==> config.mk <==
export PLATFORM = sky130hd
export DESIGN_NAME = admtc_top
export DESIGN_NICKNAME = d
export VERILOG_FILES = /design/src/logic/admtc_pkg.sv /design/src/logic/admtc_div_if.sv /design/src/logic/admtc_clkdiv.sv /design/src/logic/admtc_top.sv
export SDC_FILE = /design/constraint.sdc
export NUM_CORES = 1
export LEC_CHECK = 0
export BUFFER_PORTS_ARGS = -buffer_cell sky130_fd_sc_hd__buf_2
export CORE_ASPECT_RATIO = 0.6
export CORE_MARGIN = 2
export CORE_UTILIZATION = 45
export CTS_CLUSTER_SIZE = 16
export DETAILED_ROUTE_END_ITERATION = 6
export HOLD_SLACK_MARGIN = 0.02
export PLACE_DENSITY_LB_ADDON = 0.08
export RECOVER_POWER = 50
export SETUP_SLACK_MARGIN = 0.1
export SLEW_MARGIN = 10
export SYNTH_ARGS = -nofsm -noshare
export SYNTH_HDL_FRONTEND = slang
export SYNTH_SLANG_ARGS = --single-unit
==> constraint.sdc <==
create_clock -name pclk -period 3.04 [get_ports pclk]
set_input_delay 0.304 -clock pclk [delete_from_list [all_inputs] [get_ports pclk]]
set_output_delay 0.304 -clock pclk [all_outputs]
set_load 0.01 [all_outputs]
==> src/logic/admtc_pkg.sv <==
// Purpose: Shared constants for the converter mode and trigger control block
// Assumes: APB with 32-bit data, one register per aligned word
// Notes: Register offsets are byte addresses
package admtc_pkg;
  // Register byte offsets
  localparam logic [7:0] OFF_MODE0 = 8'h00;
  localparam logic [7:0] OFF_TRIG = 8'h04;
  localparam logic [7:0] OFF_REFLIM = 8'h08;
  localparam logic [7:0] OFF_PINDIR = 8'h0c;
  localparam logic [7:0] OFF_STATUS = 8'h10;
  localparam logic [7:0] OFF_IRQ_EN = 8'h14;
  localparam logic [7:0] OFF_IRQ_CLR = 8'h18;
  localparam logic [7:0] OFF_START = 8'h1c;
  // Mode register 0 fields
  localparam int B_RUN = 7;
  localparam int B_CHSEL = 6;
  localparam int B_DIV_LO = 3;
  localparam int B_TMODE_LO = 1;
  localparam int B_CMP = 0;
  // Trigger register fields
  localparam int B_TRIGM_LO = 6;
  localparam int B_ONESHOT = 5;
  localparam int B_TSRC_LO = 0;
  localparam logic [7:0] TRIG_WMASK = 8'he3;
  // Reference register fields
  localparam int B_REFP_LO = 6;
  localparam logic [7:0] REFLIM_WMASK = 8'hed;
  // Reset values
  localparam logic [7:0] RST_MODE0 = 8'h00;
  localparam logic [7:0] RST_TRIG = 8'h00;
  localparam logic [7:0] RST_REFLIM = 8'h00;
  localparam logic RST_PINDIR = 1'b1;
  // Status bit positions
  localparam int S_DONE = 0;
  localparam int S_BADCFG = 1;
  localparam int NUM_EVT = 2;
  // Timing
  localparam int CLK_MHZ = 20;
  localparam int CONV_CLOCKS = 19;
  localparam int STAB_NS = 1000;
  localparam int STAB_CYC = (STAB_NS * CLK_MHZ + 999) / 1000;
  // Trigger modes and prohibited reference code
  localparam logic [1:0] TM_HW_NOWAIT = 2'b10;
  localparam logic [1:0] TM_HW_WAIT = 2'b11;
  localparam logic [1:0] REFP_BAD = 2'b11;
endpackage : admtc_pkg

==> src/logic/admtc_div_if.sv <==
// Purpose: Carries divider selection and its tick between modules
// Assumes: Single clock
// Notes: None
`timescale 1ns/100ps
interface admtc_div_if;
  logic [2:0] code; // Divider code
  logic run; // Divider running
  logic tick; // One-cycle enable
  modport ctl (output code, output run, input tick);
  modport div (input code, input run, output tick);
endinterface : admtc_div_if

==> src/logic/admtc_clkdiv.sv <==
// Purpose: Converter clock enable divider
// Assumes: Code 0..7 selects /64,/32,/16,/8,/6,/5,/4,/2
// Notes: Produces enable pulses, not a clock
`timescale 1ns/100ps
module admtc_clkdiv import admtc_pkg::*; (
  // Clock and reset
  input wire logic pclk,
  input wire logic presetn,
  // Divider link
  admtc_div_if.div dv
);
  logic [6:0] cnt_q, cnt_d; // Cycle counter
  logic [6:0] ratio; // Selected ratio

  // Ratio table
  always_comb begin
    case (dv.code)
      3'h0: ratio = 7'h40;
      3'h1: ratio = 7'h20;
      3'h2: ratio = 7'h10;
      3'h3: ratio = 7'h08;
      3'h4: ratio = 7'h06;
      3'h5: ratio = 7'h05;
      3'h6: ratio = 7'h04;
      default: ratio = 7'h02;
    endcase
  end

  // Count up, tick on wrap
  always_comb begin
    dv.tick = 1'b0;
    cnt_d = cnt_q;
    if (!dv.run) begin
      cnt_d = 7'h00;
    end else if (cnt_q >= ratio - 7'h01) begin
      cnt_d = 7'h00;
      dv.tick = 1'b1;
    end else begin
      cnt_d = cnt_q + 7'h01;
    end
  end

  // Register
  always_ff @(posedge pclk or negedge presetn) begin
    if (!presetn) cnt_q <= 7'h00;
    else cnt_q <= cnt_d;
  end
endmodule : admtc_clkdiv

==> src/logic/admtc_top.sv <==
// Purpose: Converter mode, trigger and reference control with APB registers
// Assumes: Hardware triggers are one-cycle pulses synchronous to pclk
// Notes: Analog core is outside; conversion length is modelled in ticks
// Operation
// Pin direction 1 input, 0 driven output
// Bit 6: select mode or scan mode
// Divider code picks /64 down to /2
// Conversion-time mode: normal 1, 2, low-voltage
// Trigger mode: software, hardware no-wait, wait
// Bit 5: sequential or one-shot
// Source: timer, event link, RTC, interval
// Software writes zero to trigger bits 4:2
// Reference register field layout
// Run bit stops or enables conversion
// Reference select code 11 prohibited
// Reference change sequence kept by software
// Prohibited clock settings flagged
// Conversion end raises interrupt flag
//
// Local design decisions: the register offsets and the APB interface to the registers.
`timescale 1ns/100ps
module admtc_top import admtc_pkg::*; #(
  parameter int CONV_TICKS = CONV_CLOCKS,
  parameter int FCLK_MHZ = 32
) (
  // Clock and reset
  input wire logic pclk,
  input wire logic presetn,
  // APB slave
  input wire logic psel,
  input wire logic penable,
  input wire logic pwrite,
  input wire logic [7:0] paddr,
  input wire logic [31:0] pwdata,
  output logic [31:0] prdata,
  output logic pready,
  output logic pslverr,
  // Hardware trigger sources
  input wire logic timer_ch1_interrupt,
  input wire logic event_link_controller,
  input wire logic rtc_interrupt,
  input wire logic interval_timer_interrupt,
  // Shared pin
  input wire logic shared_port_pin_in,
  input wire logic shared_port_pin_dout,
  output logic shared_port_pin_out,
  output logic shared_port_pin_oe,
  output logic analog_input_0,
  // Converter status
  output logic conv_active,
  output logic conv_end_pulse,
  output logic [1:0] pos_reference,
  output logic irq
);
  // Elaboration check: the tick counter is eight bits wide
  if (CONV_TICKS < 1 || CONV_TICKS > 255) begin : g_bad_ticks
    $error("CONV_TICKS out of range");
  end

  typedef enum {ST_IDLE, ST_WAIT, ST_STAB, ST_CONV} admtc_state_t;

  logic [7:0] mode0_q, mode0_d; // Mode register 0
  logic [7:0] trig_q, trig_d; // Trigger mode register
  logic [7:0] reflim_q, reflim_d; // Reference and limit register
  logic pindir_q, pindir_d; // Pin direction
  logic [NUM_EVT-1:0] stat_q, stat_d; // Sticky events
  logic [NUM_EVT-1:0] ien_q, ien_d; // Interrupt enables
  admtc_state_t st_q, st_d; // Sequencer state
  logic [7:0] cnt_q, cnt_d; // Tick or cycle count
  logic [31:0] rdata_q, rdata_d; // Read data
  logic wr, rd, sw_start, hw_trig, bad_cfg, done; // Decoded strobes
  logic [1:0] tmode, trigm, tsrc, refp; // Field views
  logic [2:0] divc; // Divider code
  logic [NUM_EVT-1:0] evt; // Event vector

  admtc_div_if dvi();
  admtc_clkdiv u_div (.pclk(pclk), .presetn(presetn), .dv(dvi));

  // Field extraction
  assign divc = mode0_q[B_DIV_LO +: 3];
  assign tmode = mode0_q[B_TMODE_LO +: 2];
  assign trigm = trig_q[B_TRIGM_LO +: 2];
  assign tsrc = trig_q[B_TSRC_LO +: 2];
  assign refp = reflim_q[B_REFP_LO +: 2];
  assign dvi.code = divc;
  assign dvi.run = (st_q == ST_CONV);

  // APB strobes; zero wait states
  assign wr = psel && penable && pwrite;
  assign rd = psel && !penable && !pwrite;
  assign pready = 1'b1;
  assign pslverr = 1'b0;
  assign prdata = rdata_q;
  assign sw_start = wr && paddr == OFF_START && pwdata[0];

  // Hardware trigger source mux
  always_comb begin
    case (tsrc)
      2'b00: hw_trig = timer_ch1_interrupt;
      2'b01: hw_trig = event_link_controller;
      2'b10: hw_trig = rtc_interrupt;
      default: hw_trig = interval_timer_interrupt;
    endcase
  end

  // Prohibited setting check: low-voltage modes, prohibited reference, bad ratio
  always_comb begin
    bad_cfg = tmode[1];
    if (refp == REFP_BAD) bad_cfg = 1'b1;
    if (FCLK_MHZ > 16 && divc == 3'h7) bad_cfg = 1'b1;
    if (FCLK_MHZ < 32 && divc == 3'h0) bad_cfg = 1'b1;
    if (FCLK_MHZ < 16 && divc == 3'h1) bad_cfg = 1'b1;
  end

  // Shared pin: driven output when direction bit is 0
  assign shared_port_pin_oe = !pindir_q;
  assign shared_port_pin_out = shared_port_pin_dout;
  assign analog_input_0 = pindir_q & shared_port_pin_in;
  assign pos_reference = refp;

  // Register writes and read mux
  always_comb begin
    mode0_d = mode0_q;
    trig_d = trig_q;
    reflim_d = reflim_q;
    pindir_d = pindir_q;
    ien_d = ien_q;
    rdata_d = rdata_q;
    if (wr) begin
      case (paddr)
        OFF_MODE0: mode0_d = pwdata[7:0];
        OFF_TRIG: trig_d = pwdata[7:0] & TRIG_WMASK;
        OFF_REFLIM: reflim_d = pwdata[7:0] & REFLIM_WMASK;
        OFF_PINDIR: pindir_d = pwdata[0];
        OFF_IRQ_EN: ien_d = pwdata[NUM_EVT-1:0];
        default: ; // Status, clear, start or unmapped: no register written here
      endcase
    end
    if (rd) begin
      case (paddr)
        OFF_MODE0: rdata_d = {24'h0, conv_active, mode0_q[6:0]};
        OFF_TRIG: rdata_d = {24'h0, trig_q};
        OFF_REFLIM: rdata_d = {24'h0, reflim_q};
        OFF_PINDIR: rdata_d = {31'h0, pindir_q};
        OFF_STATUS: rdata_d = {30'h0, stat_q};
        OFF_IRQ_EN: rdata_d = {30'h0, ien_q};
        default: rdata_d = 32'h0;
      endcase
    end
  end

  // Conversion sequencer
  always_comb begin
    st_d = st_q;
    cnt_d = cnt_q;
    done = 1'b0;
    case (st_q)
      ST_IDLE: begin
        if (mode0_q[B_RUN] && mode0_q[B_CMP] && !bad_cfg) begin
          if (!trigm[1]) begin
            if (sw_start) st_d = ST_CONV;
          end else begin
            st_d = ST_WAIT;
          end
          cnt_d = 8'h00;
        end
      end
      ST_WAIT: begin
        if (hw_trig) begin
          st_d = (trigm == TM_HW_WAIT) ? ST_STAB : ST_CONV;
          cnt_d = 8'h00;
        end
      end
      ST_STAB: begin
        cnt_d = cnt_q + 8'h01;
        if (cnt_q == 8'(STAB_CYC - 1)) begin
          st_d = ST_CONV;
          cnt_d = 8'h00;
        end
      end
      ST_CONV: begin
        if (dvi.tick) begin
          cnt_d = cnt_q + 8'h01;
          if (cnt_q == 8'(CONV_TICKS - 1)) begin
            done = 1'b1;
            cnt_d = 8'h00;
            // Operation mode lives only in the trigger register
            if (trig_q[B_ONESHOT]) begin
              st_d = trigm[1] ? ST_WAIT : ST_IDLE;
            end else begin
              st_d = ST_CONV;
            end
          end
        end
      end
      default: st_d = ST_IDLE;
    endcase
    if (!mode0_q[B_RUN] || !mode0_q[B_CMP] || bad_cfg) begin
      st_d = ST_IDLE;
      cnt_d = 8'h00;
    end
  end

  assign conv_active = (st_q != ST_IDLE);
  assign conv_end_pulse = done;

  // Sticky status: set wins over clear
  assign evt = {bad_cfg, done};
  always_comb begin
    stat_d = stat_q;
    if (wr && paddr == OFF_IRQ_CLR) stat_d = stat_q & ~pwdata[NUM_EVT-1:0];
    stat_d = stat_d | evt;
  end
  assign irq = |(stat_q & ien_q);

  // State registers
  always_ff @(posedge pclk or negedge presetn) begin
    if (!presetn) begin
      mode0_q <= RST_MODE0;
      trig_q <= RST_TRIG;
      reflim_q <= RST_REFLIM;
      pindir_q <= RST_PINDIR;
      stat_q <= '0;
      ien_q <= '0;
      st_q <= ST_IDLE;
      cnt_q <= 8'h00;
      rdata_q <= 32'h0;
    end else begin
      mode0_q <= mode0_d;
      trig_q <= trig_d;
      reflim_q <= reflim_d;
      pindir_q <= pindir_d;
      stat_q <= stat_d;
      ien_q <= ien_d;
      st_q <= st_d;
      cnt_q <= cnt_d;
      rdata_q <= rdata_d;
    end
  end
endmodule : admtc_top

==> metrics <==
WP data arrival approximately 2500 ps; sequential fraction of the synthesis area 0.421; count leader, synth dfrtp_1; Synth top area share 0.412; cts bufs inserted 5; Post-Route Setup TNS 0 ps; Post-DRT Antenna Nets 0; total power draw approximately 0.0012 W; IO Pins 93; Final #Nets 387; DR WL met2 between 2 and 2.5 mm; chip height around 66 um; Worst Skew around 11 ps; Mapped Cells around 280; met3 wire length approximately 350 um; clk sinks 49; Rows 22; critical path class flip-flop to output pin; status completed; Synth Register Bits 49; Netlist Area Pre-Place between 2000 and 3000 um^2; Final Core Density 0.519; Vias approximately 2200; Max Cap Viol 0; Syn Area/Cell 10.3 um^2; PD cells ~380 nW/um^2; Ant. Diodes 0; worst-case clock buffer depth 2; first-pass GRT wire length 10.2 mm; total grt overflow 0; initial antenna violation count 0; Starting Density 0.470; CP max stage cell dfrtp_2; CP cell instances xnor2_1, nand2_1, ha_1, nor2_1, a21oi_1, ha_1, a21oi_2, o21a_1, o21ai_0, and4_1, buf_2; # fillers 614; CTS tree built; number of port buffers 40; wl on met1 approximately 3.6 mm; number of global-route vias before repair 1988; VDD IR max between 0.0003 and 0.0004 V; Worst Path Required between 2000 and 3000 ps; Relative slew margins 0.279; top_reg_cell synth dfrtp_1; Least-Margin Pin Slew between 1000 and 1500 ps; GPL Wtd Cong 0.813; Clk Latency, worst-skew pair ~300 ps; # DRC 0; Largest stage delay, worst path between 400 and 500 ps; Async SR Flop Fraction 1.00; DRT iter0 DRCs roughly 110; 1st-pass router iterations 4; largest net degree at the start of global routing 31; Crit Path Max Fanout 8; Synth top cells by count dfrtp_1 (48), buf_4 (29), mux2_2 (23), nand2_1 (18), nor2_1 (16); Clk pin slew, worst setup/hold paths approximately 90 ps; area of the core between 6000 and 7000 um^2; post-DP HPWL 4.85 mm; DR top layer met4; Synth area leader dfrtp_1; Final Setup Violations 0; Multi-input gate area between 1500 and 2000 um^2; vias per cell about 5.4; Final Hold Vio Count 0; FF+latch area between 1000 and 1500 um^2; top post-synthesis cells by area dfrtp_1 (41%), mux2_2 (8.9%), buf_4 (7.5%), ha_1 (4.7%), a21oi_1 (2.6%); Hold Crit Class input port to flip-flop; static leakage about 1.5 nW; Die W 108 um; Root Driver clkbuf_8; critical path's most frequent cell ha_1; Max Fclk about 360 MHz; final WL roughly 6.4 mm; max-slew violations 0; WL per Instance ~16 um; EDFF count, synth 0; RSZ-0062 raised after global routing yes; H-tree depth 2; synth unique cells 52; endpoint class of the critical path output pin; share of cells above drive strength 1 0.252; die area 7150 um^2; area grow syn2layout 10.4%; Final Cycle Share 0.926; Global Route Usage Sum 0.186; Tmin final approximately 2800 ps; synth warn 0; Startpoint Class flip-flop
==> path summary, 6_finish.rpt <==
check / start / cells past startpoint / slack [ps] / end
max: mode0_q[4]$_DFFE_PN0P_ / 11 / 230 / conv_end_pulse
min: pwdata[4] / 2 / 230 / mode0_q[4]$_DFFE_PN0P_
max reg2reg: mode0_q[4]$_DFFE_PN0P_ / 10 / 300 / cnt_q[1]$_DFFE_PN0P_
min reg2reg: prdata[3]$_DFFE_PN0P_ / 2 / 480 / prdata[3]$_DFFE_PN0P_
max in group asynchronous: presetn / 3 / 950 / mode0_q[4]$_DFFE_PN0P_
min in group asynchronous: presetn / 2 / 710 / stat_q[0]$_DFF_PN0_
==> through the flow <==
step / area (um^2) / setup slack [ps] / hold slack, ps / cells
after floorplan: 3000 / 561 / 8.41 / 307
after global placement: 3090 / 260 / 286 / 399
after detailed placement: 3090 / 220 / 283 / 399
after CTS: 3210 / 148 / 223 / 408
after global routing: 3220 / 73.7 / 226 / 410
final: 3220 / 226 / 232 / 410
==> per-layer routing <==
metal	GRT usage	vias up
met1	0.305	1081
met3	0.0404	2
met4	0.0240	0
li1	-	1065
met2	0.248	59
met5	0	-
==> cells in the final DEF, fill, tap and decap left out, drive strengths merged, types with 2 or more instances in the layout <==
master	synthesis	layout
nor2	16	16
buf	31	32
dfrtp	48	48
xnor2	4	4
ha	11	11
nor3b	2	2
nand3	14	14
a21oi	15	15
a211oi	2	2
nand4	4	4
nand2b	2	2
nand3b	2	2
nand4b	2	2
or4	5	5
conb	2	26
a22o	5	5
xor2	2	2
a31oi	4	4
nand2	19	19
o21ai	13	13
clkbuf	4	18
mux2	23	23
mux4	2	2
inv	6	7
or2	2	2
mux2i	2	2
nor3	3	3
a21o	3	3
and3	8	8
a22oi	2	2
and2	4	4
o31ai	7	7
==> timing repair <==
action / CTS / global route
endpoints found under the hold margin: 19 / 0
hold buffers: 1 / 0
gates resized for setup: 0 / 5
buffers inserted: 0 / 2
endpoints found under the setup margin: 0 / 7
==> layout make-up <==
cell class              count  share of cell area
well taps                  84              0.0327
flip-flops and latches     49               0.383
multi-input cells         217               0.471
clock inverters             3              0.0136
repair buffers             46              0.0716
clock buffers               5              0.0214
inverters                   6             0.00700
==> logic make-up (layout without fill, tap and decap cells) <==
logic type | after synthesis | after routing | share of synthesized area
AO/OA/AOI/OAI | 58 | 58 | 0.134
XOR/XNOR | 6 | 6 | 0.0180
adder cells (fa/ha/maj) | 11 | 11 | 0.0473
buffers and inverters | 41 | 60 | 0.0911
flip-flops | 49 | 49 | 0.421
multiplexers | 27 | 27 | 0.111
other | 2 | 26 | 0.00258
AND/OR/NAND/NOR | 89 | 89 | 0.174
==> state kept, by name, summed over array words and instances, names as in the netlist <==
signal       count
st_q             2
trig_q           5
prdata           8
mode0_q          8
reflim_q         6
stat_q           2
u_div.cnt_q      7
ien_q            2
cnt_q            8
pindir_q         1
==> power breakdown <==
part / internal (W) / switching [W] / total, W
Combinational: 0.0000262 / 0.0000529 / 0.0000791
Sequential: 0.000656 / 0.00000440 / 0.000660
Clock: 0.000247 / 0.000234 / 0.000481
Total: 0.000929 / 0.000291 / 0.00122
==> worst max-delay path: cells and delay by family (launching register included) <==
kind            cells  cell delay (ps)
compound gates      4              500
xor+xnor            1              160
fa+ha+maj           2              530
buf+inv             1              150
flops               1              460
simple gates        3              420
(Power assumes the default switching activity.)
